[src/hmcp_regs.svh]
/*
  Constants of the monitor command port: slave address, command bit
  positions, reset values and field widths.
  Assumes inclusion by the port module.
*/
`ifndef HMCP_REGS_SVH
`define HMCP_REGS_SVH

`define HMCP_ADDR_BASE     5'h16
`define HMCP_CMD_RESET     8'h00
`define HMCP_CMD_VOLTAGE_CONTINUOUS    0
`define HMCP_CMD_V_ONCE    1
`define HMCP_CMD_CURRENT_CONTINUOUS    2
`define HMCP_CMD_I_ONCE    3
`define HMCP_CMD_DIV_SEL   4
`define HMCP_CMD_UNUSED    5
`define HMCP_CMD_STAT_SEL  6
`define HMCP_CMD_EXT       7
`define HMCP_ADC_W         12
`define HMCP_BYTE_BITS     4'h8
`define HMCP_STRAP_WAIT    2'h3
`define HMCP_RESULT_RESET  12'h000

`endif

[src/hmcp_pkg.sv]
/*
  Types of the monitor command port: bus state and converter channel.
  Assumes nothing beyond the constants header.
*/
`default_nettype none

package hmcp_pkg;

  typedef enum logic [2:0] {
    HMCP_IDLE      = 3'h0,
    HMCP_ADDR      = 3'h1,
    HMCP_ADDR_ACK  = 3'h3,
    HMCP_WRITE     = 3'h2,
    HMCP_WRITE_ACK = 3'h6,
    HMCP_READ      = 3'h7,
    HMCP_READ_ACK  = 3'h5,
    HMCP_IGNORE    = 3'h4
  } hmcp_state_t;

  typedef enum logic {
    HMCP_CHAN_VOLT = 1'b0,
    HMCP_CHAN_CURR = 1'b1
  } hmcp_chan_t;

endpackage : hmcp_pkg

`default_nettype wire

[src/hmcp_i2c_port.sv]
/*
  Two-wire slave command port of a power monitor: address match with
  strap bits, command byte, extended register write, conversion
  scheduling and two or three byte readback.
  Assumes SCL and SDA arrive asynchronously and are oversampled by
  ref_clk; the converter handshake and status byte are on ref_clk.
*/
`timescale 1ns/1ps
`default_nettype none
`include "hmcp_regs.svh"

// Notes on behaviour
// - SDA falling while SCL high starts transfer
// - First byte: 7-bit address MSB first, direction
// - Matching address acknowledged low through ninth pulse
// - Mismatch leaves SDA released until stop
// - Eight data bits then one acknowledge bit
// - SDA changes only while SCL low; stop
// - First written byte is the command byte
// - Read ends with master NACK then stop
// - Address 10110 plus two strap bits
// - Quick command: address, acknowledge, stop only
// - MSB zero command, one extended; both acked
// - Seven command bits reset zero, bit five unused
// - Bit zero: continuous voltage, early read zeros
// - Bit one: single voltage, NACK reads meanwhile
// - Bit two: continuous current, early read zeros
// - Bit three: single current, NACK reads meanwhile
// - Bit four picks 14:1 or 7:2 divider
// - Bit six returns status byte on reads
// - Both quantities: three byte packed readback
// - One quantity: two bytes, low nibble zero
// - Twelve bit results via input multiplexer
module hmcp_i2c_port
  import hmcp_pkg::*;
(
  input  wire logic                    ref_clk,
  input  wire logic                    reset_n,
  input  wire logic                    sclIn,
  input  wire logic                    sdaIn,
  output logic                         sdaOut,
  output logic                         sdaOe,
  input  wire logic [1:0]              addrStrap,
  output logic                         convStart,
  output hmcp_chan_t                   convChannel,
  input  wire logic                    convDone,
  input  wire logic [`HMCP_ADC_W-1:0]  convData,
  output logic                         dividerSelect,
  input  wire logic [7:0]              statusIn,
  output logic [1:0]                   extRegAddr,
  output logic [7:0]                   extRegData,
  output logic                         extRegWrite
);

  // ---------------------------------------------------------------
  // Declarations
  // ---------------------------------------------------------------
  logic                    sclQ1, sclQ2, sclQ3;
  logic                    sdaQ1, sdaQ2, sdaQ3;
  logic [1:0]              strapQ1, strapQ2;
  logic [1:0]              strapWait;
  logic [1:0]              strap;
  hmcp_state_t             state;
  logic [3:0]              bitCnt;
  logic [7:0]              rxShift;
  logic [7:0]              txShift, firstByte, followByte;
  logic [1:0]              byteIdx;
  logic                    extPending;
  logic [7:0]              cmd;
  logic                    voltSel, currSel;
  logic                    adcBusy;
  hmcp_chan_t              lastChan;
  logic [`HMCP_ADC_W-1:0]  voltResult, currResult;
  logic                    sclRise, sclFall, startSeen, stopSeen;
  logic                    byteEnd, addrMatch, onceBusy;
  logic                    cmdWrite, extAddrWrite, extDataWrite;
  logic                    voltReq, currReq, convStore;

  // ---------------------------------------------------------------
  // Input synchronisers
  // ---------------------------------------------------------------
  always_ff @(posedge ref_clk or negedge reset_n) begin
    if (!reset_n) begin
      {sclQ1, sclQ2, sclQ3} <= 3'h7;
      {sdaQ1, sdaQ2, sdaQ3} <= 3'h7;
      {strapQ1, strapQ2}    <= 4'h0;
    end else begin
      {sclQ3, sclQ2, sclQ1} <= {sclQ2, sclQ1, sclIn};
      {sdaQ3, sdaQ2, sdaQ1} <= {sdaQ2, sdaQ1, sdaIn};
      {strapQ2, strapQ1}    <= {strapQ1, addrStrap};
    end
  end

  // Strap sampled over three cycles after reset release, then held
  always_ff @(posedge ref_clk or negedge reset_n) begin
    if (!reset_n) begin
      strapWait <= 2'h0;
      strap     <= 2'h0;
    end else if (strapWait != `HMCP_STRAP_WAIT) begin
      strapWait <= strapWait + 2'h1;
      strap     <= strapQ2;
    end
  end

  // ---------------------------------------------------------------
  // Bus events
  // ---------------------------------------------------------------
  assign sclRise   = sclQ2 && !sclQ3;
  assign sclFall   = !sclQ2 && sclQ3;
  assign startSeen = sclQ2 && sclQ3 && !sdaQ2 && sdaQ3;
  assign stopSeen  = sclQ2 && sclQ3 && sdaQ2 && !sdaQ3;
  assign byteEnd   = sclFall && (bitCnt == `HMCP_BYTE_BITS);
  assign addrMatch = (rxShift[7:1] == {`HMCP_ADDR_BASE, strap});
  assign onceBusy  = cmd[`HMCP_CMD_V_ONCE] || cmd[`HMCP_CMD_I_ONCE];
  assign cmdWrite     = (state == HMCP_WRITE) && byteEnd && (byteIdx == 2'h0)
                        && !rxShift[`HMCP_CMD_EXT];
  assign extAddrWrite = (state == HMCP_WRITE) && byteEnd && (byteIdx == 2'h0)
                        && rxShift[`HMCP_CMD_EXT];
  assign extDataWrite = (state == HMCP_WRITE) && byteEnd && (byteIdx == 2'h1)
                        && extPending;
  assign sdaOut = 1'b0;

  // Readback byte selection
  function automatic logic [7:0] readByte(input logic [1:0] idx);
    logic [7:0] b;
    b = 8'h00;
    if (cmd[`HMCP_CMD_STAT_SEL]) begin
      b = statusIn;
    end else if (voltSel && currSel) begin
      case (idx)
        2'h0:    b = voltResult[11:4];
        2'h1:    b = currResult[11:4];
        2'h2:    b = {voltResult[3:0], currResult[3:0]};
        default: b = 8'h00;
      endcase
    end else if (voltSel || currSel) begin
      case (idx)
        2'h0:    b = voltSel ? voltResult[11:4] : currResult[11:4];
        2'h1:    b = {voltSel ? voltResult[3:0] : currResult[3:0], 4'h0};
        default: b = 8'h00;
      endcase
    end
    return b;
  endfunction : readByte

  always_comb begin
    firstByte  = readByte(2'h0);
    followByte = readByte(byteIdx + 2'h1);
  end

  // ---------------------------------------------------------------
  // Bus state machine
  // ---------------------------------------------------------------
  always_ff @(posedge ref_clk or negedge reset_n) begin
    if (!reset_n) begin
      state      <= HMCP_IDLE;
      bitCnt     <= 4'h0;
      rxShift    <= 8'h00;
      txShift    <= 8'h00;
      byteIdx    <= 2'h0;
      extPending <= 1'b0;
      sdaOe      <= 1'b0;
    end else if (startSeen) begin
      state      <= HMCP_ADDR;
      bitCnt     <= 4'h0;
      byteIdx    <= 2'h0;
      extPending <= 1'b0;
      sdaOe      <= 1'b0;
    end else if (stopSeen) begin
      state <= HMCP_IDLE;
      sdaOe <= 1'b0;
    end else begin
      case (state)
        HMCP_ADDR, HMCP_WRITE: begin
          if (sclRise && bitCnt != `HMCP_BYTE_BITS) begin
            rxShift <= {rxShift[6:0], sdaQ2};
            bitCnt  <= bitCnt + 4'h1;
          end else if (byteEnd && state == HMCP_ADDR) begin
            if (addrMatch && !(rxShift[0] && onceBusy)) begin
              state <= HMCP_ADDR_ACK;
              sdaOe <= 1'b1;
            end else begin
              state <= HMCP_IGNORE;
            end
          end else if (byteEnd) begin
            state <= HMCP_WRITE_ACK;
            sdaOe <= 1'b1;
            if (byteIdx != 2'h3) begin
              byteIdx <= byteIdx + 2'h1;
            end
            if (extAddrWrite) begin
              extPending <= 1'b1;
            end
          end
        end
        HMCP_ADDR_ACK: begin
          if (sclFall) begin
            bitCnt <= 4'h0;
            if (rxShift[0]) begin
              state   <= HMCP_READ;
              txShift <= firstByte;
              sdaOe   <= !firstByte[7];
              bitCnt  <= 4'h1;
            end else begin
              state <= HMCP_WRITE;
              sdaOe <= 1'b0;
            end
          end
        end
        HMCP_WRITE_ACK: begin
          if (sclFall) begin
            state  <= HMCP_WRITE;
            sdaOe  <= 1'b0;
            bitCnt <= 4'h0;
          end
        end
        HMCP_READ: begin
          if (byteEnd) begin
            state <= HMCP_READ_ACK;
            sdaOe <= 1'b0;
          end else if (sclFall) begin
            sdaOe   <= !txShift[6];
            txShift <= {txShift[6:0], 1'b0};
            bitCnt  <= bitCnt + 4'h1;
          end
        end
        HMCP_READ_ACK: begin
          if (sclRise && sdaQ2) begin
            state <= HMCP_IGNORE;
          end else if (sclFall) begin
            state   <= HMCP_READ;
            byteIdx <= byteIdx + 2'h1;
            txShift <= followByte;
            sdaOe   <= !followByte[7];
            bitCnt  <= 4'h1;
          end
        end
        HMCP_IGNORE: begin
          sdaOe <= 1'b0;
        end
        default: begin
          state <= HMCP_IDLE;
          sdaOe <= 1'b0;
        end
      endcase
    end
  end

  // ---------------------------------------------------------------
  // Command byte and extended writes
  // ---------------------------------------------------------------
  always_ff @(posedge ref_clk or negedge reset_n) begin
    if (!reset_n) begin
      cmd     <= `HMCP_CMD_RESET;
      voltSel <= 1'b0;
      currSel <= 1'b0;
    end else if (cmdWrite) begin
      cmd <= rxShift & ~(8'h01 << `HMCP_CMD_UNUSED);
      voltSel <= rxShift[`HMCP_CMD_VOLTAGE_CONTINUOUS] || rxShift[`HMCP_CMD_V_ONCE];
      currSel <= rxShift[`HMCP_CMD_CURRENT_CONTINUOUS] || rxShift[`HMCP_CMD_I_ONCE];
    end else if (convStore && convChannel == HMCP_CHAN_VOLT) begin
      cmd[`HMCP_CMD_V_ONCE] <= 1'b0;
    end else if (convStore) begin
      cmd[`HMCP_CMD_I_ONCE] <= 1'b0;
    end
  end

  assign dividerSelect = cmd[`HMCP_CMD_DIV_SEL];

  always_ff @(posedge ref_clk or negedge reset_n) begin
    if (!reset_n) begin
      extRegAddr  <= 2'h0;
      extRegData  <= 8'h00;
      extRegWrite <= 1'b0;
    end else begin
      extRegWrite <= extDataWrite;
      if (extAddrWrite) begin
        extRegAddr <= rxShift[1:0];
      end
      if (extDataWrite) begin
        extRegData <= rxShift;
      end
    end
  end

  // ---------------------------------------------------------------
  // Conversion scheduling
  // ---------------------------------------------------------------
  assign voltReq   = cmd[`HMCP_CMD_VOLTAGE_CONTINUOUS] || cmd[`HMCP_CMD_V_ONCE];
  assign currReq   = cmd[`HMCP_CMD_CURRENT_CONTINUOUS] || cmd[`HMCP_CMD_I_ONCE];
  assign convStore = adcBusy && convDone;

  always_ff @(posedge ref_clk or negedge reset_n) begin
    if (!reset_n) begin
      adcBusy     <= 1'b0;
      convStart   <= 1'b0;
      convChannel <= HMCP_CHAN_VOLT;
      lastChan    <= HMCP_CHAN_CURR;
    end else begin
      convStart <= 1'b0;
      if (convStore) begin
        adcBusy  <= 1'b0;
        lastChan <= convChannel;
      end else if (!adcBusy && (voltReq || currReq)) begin
        adcBusy   <= 1'b1;
        convStart <= 1'b1;
        if (currReq && (!voltReq || lastChan == HMCP_CHAN_VOLT)) begin
          convChannel <= HMCP_CHAN_CURR;
        end else begin
          convChannel <= HMCP_CHAN_VOLT;
        end
      end
    end
  end

  always_ff @(posedge ref_clk or negedge reset_n) begin
    if (!reset_n) begin
      voltResult <= `HMCP_RESULT_RESET;
      currResult <= `HMCP_RESULT_RESET;
    end else if (cmdWrite) begin
      voltResult <= `HMCP_RESULT_RESET;
      currResult <= `HMCP_RESULT_RESET;
    end else if (convStore && convChannel == HMCP_CHAN_VOLT) begin
      voltResult <= convData;
    end else if (convStore) begin
      currResult <= convData;
    end
  end
endmodule : hmcp_i2c_port

`default_nettype wire

[config.mk]
export PLATFORM = sky130hd
export DESIGN_NAME = hmcp_i2c_port
export DESIGN_NICKNAME = d
export VERILOG_FILES = /design/src/hmcp_pkg.sv /design/src/hmcp_i2c_port.sv
export VERILOG_INCLUDE_DIRS = /design/src
export SDC_FILE = /design/constraint.sdc
export NUM_CORES = 1
export LEC_CHECK = 0
export ABC_CLOCK_PERIOD_IN_PS = 2600
export BUFFER_PORTS_ARGS = -buffer_cell sky130_fd_sc_hd__clkbuf_2
export CORE_MARGIN = 2
export CORE_UTILIZATION = 35
export CTS_BUF_LIST = sky130_fd_sc_hd__clkbuf_4 sky130_fd_sc_hd__clkbuf_8
export CTS_CLUSTER_SIZE = 24
export DETAILED_ROUTE_END_ITERATION = 7
export SLEW_MARGIN = 20
export SYNTH_ARGS = -nofsm -noshare
export SYNTH_HDL_FRONTEND = slang
export SYNTH_SLANG_ARGS = --single-unit
[constraint.sdc]
create_clock -name ref_clk -period 2.6 [get_ports ref_clk]
set_input_delay 0.52 -clock ref_clk [delete_from_list [all_inputs] [get_ports ref_clk]]
set_output_delay 0.52 -clock ref_clk [all_outputs]
set_load 0.05 [all_outputs]
==> out/qor.csv <==
metric,value,unit
period_share,0.880,
first_iter_violations,279,
critPathSlowestCell,dfrtp_1,
slew_headroom,0.463,
num-fill-cells,1283,
grt_overflow,0,
path_cells,xnor2_2 > nor2_1 > and3_1 > nor4b_4 > mux2_1,
grt_max_degree,49,
seq_area_frac_synth,0.466,
hpwl,8140,um
r2r_end,byteIdx[0]$_DFFE_PN0P_,
crit_type,register to register,
synthCells,466,
rr_startpoint,state[1]$_DFFE_PN0P_,
clk_latency,0.37,ns
tightest_slew,0.805,ns
cts_setup_buffers,0,
antenna_found_initial,0,
slew_violations,0,
worstSetupEndpointType,register,
cts-root-buf,clkbuf_8,
syn-num-nets,501,
nNetsFinal,532,
gp_congestion,0.852,
synthArstFlopShare,1.00,
ys_ff_latch,87,
initial_utilization,0.356,
p_leak,2.31,nW
die_x,120,um
core,0.0132,mm2
setup_slack,0.311,ns
synth_area_leaders,"dfrtp_1 (43%), mux2_2 (7.7%), nand2_1 (5.8%)",
p_per_area,799,mW/mm2
ios,43,
totalWireLength,11300,um
rows,42,
finalSetupViolCount,0,
clkTransAtPathRegs,0.09,ns
n_antenna_cell,0,
seq_area,0.00219,mm2
fmax,437,MHz
design_area,0.00525,mm2
period_needed,2.29,ns
rsz0062_at_grt,false,
reg2reg_slack,0.31,ns
critical_path_buf_inv_count,0,
synth_top_cells_by_count,"dfrtp_1 (80), nand2_1 (73), a21oi_1 (38)",
ys_warn_count,0,
cpPeakStageDelay,0.75,ns
drive_gt1_frac,0.239,
cts_tree,yes,
ant_nets,0,
crit_family,simple AND/OR/NAND/NOR gates,
port_buffers,41,
clock_sinks,87,
critPathLaunchType,register,
synth_cell_type_count,67,
viasPerCell,5.45,
tns,0,ns
post-route-util,0.398,
synth_top_area_share,0.427,
die_y,120,um
vdd_drop_max,0.355,mV
cap_viol_max_count,0,
clk_path_buf_depth,2,
cp_max_fo,21,
rr_worst_depth,5,
cp_data_arrival_time,2.55,ns
firstDrtPassIters,6,
ys.flop_type,dfrtp_1,
synth_top_area_cell,dfrtp_1,
fin_skew,0.00884,ns
required,2.86,ns
syn_to_final_growth,11.9,%
wire_per_inst,16.6,um
grt_first_pass_wirelength,18900,um
postPlaceCellArea,0.00504,mm2
pre_cts_slack,0.332,ns
dieArea,0.0143,mm2
hold_class,input pin to async pin,
synth-edff-count,0,
grt_usage,0.166,
hold_viol_final,0,
holdBufCountCts,0,
drc,0,
synth_most_common_cell,dfrtp_1,
multi_input_area,0.00229,mm2
fin_hold_ws,0.160,ns
status,"complete, no violations",
numCtsBuffers,9,
synth_area,0.00469,mm2
vias,3698,
htree_levels,3,
grt_pass1_vias,3674,
synth.avg_cell_area,10.1,um2
cts-resized-gates,0,
-- final cells by class --
type | count | area share
repair buffers | 51 | 0.0563
clock buffers | 10 | 0.0250
multi-input cells | 334 | 0.436
inverters | 14 | 0.0100
clock inverters | 6 | 0.0143
well taps | 176 | 0.0420
flip-flops and latches | 87 | 0.417
-- how the worst max path moves through the flow --
stage,endpoint,from,depth (start not counted),slack (ns)
after global placement,state[2]$_DFFE_PN0P_,bitCnt[0]$_DFFE_PN0P_,8,0.33
final,byteIdx[0]$_DFFE_PN0P_,state[1]$_DFFE_PN0P_,5,0.31
after floorplan,byteIdx[0]$_DFFE_PN0P_,bitCnt[0]$_DFFE_PN0P_,8,0.61
after detailed placement,byteIdx[0]$_DFFE_PN0P_,state[1]$_DFFE_PN0P_,5,0.33
after global routing,state[2]$_DFFE_PN0P_,bitCnt[0]$_DFFE_PN0P_,8,0.12
after CTS,sdaOe$_DFFE_PN0P_,bitCnt[0]$_DFFE_PN0P_,8,0.31
-- kinds of logic after synthesis --
logic type	count (synthesis)	share of synthesized area
AO/OA/AOI/OAI	126	0.190
buffers and inverters	45	0.0464
adder cells (fa/ha/maj)	8	0.0213
flip-flops	87	0.466
multiplexers	38	0.0912
XOR/XNOR	5	0.0109
AND/OR/NAND/NOR	156	0.174
other	1	0.000799
-- registers in the layout, summed over array words and instances (netlist names), 2 cells and up --
name / count
txShift: 7
strap: 2
rxShift: 8
currResult: 12
voltResult: 12
state: 3
extRegData: 8
strapWait: 2
byteIdx: 2
strapQ2: 2
extRegAddr: 2
bitCnt: 4
strapQ1: 2
cmd: 6
-- layout by cell type (no fill, tap or decap), types with 6 or more instances in the layout --
cell and n:
nor2b_1 6, a21oi_1 38, clkbuf_2 40, nand2b_1 12, clkbuf_8 9, o221ai_1 6, nand2_1 73, dfstp_2 7
inv_1 13, ha_1 8, nor2_1 21, mux2_2 32, a222oi_1 7, dfrtp_1 80, nand3b_1 11, buf_4 10
o21ai_0 17, nand3_1 8
-- per-stage QoR --
stage	power (mW)	cells
2_1_floorplan	2.84	466
3_3_place_gp	3.17	662
3_5_place_dp	3.21	662
4_1_cts	4.22	678
5_1_grt	4.48	678
6_report	4.19	678
-- report_power, final --
| group | switching (mW) | total (mW) | internal, mW |
|---|---|---|---|
| Combinational | 0.669 | 1.20 | 0.532 |
| Sequential | 0.361 | 1.99 | 1.63 |
| Clock | 0.525 | 0.997 | 0.472 |
-- routing by layer --
metal	wire [um]	up-vias	global-route usage	part of all wire
li1	-	1749	-	-
met1	5280	1835	0.225	0.47
met2	5240	99	0.266	0.47
met3	560	15	0.0318	0.050
met4	185	0	0.0559	0.016
met5	0	-	0	0
(Power assumes the default switching activity.)
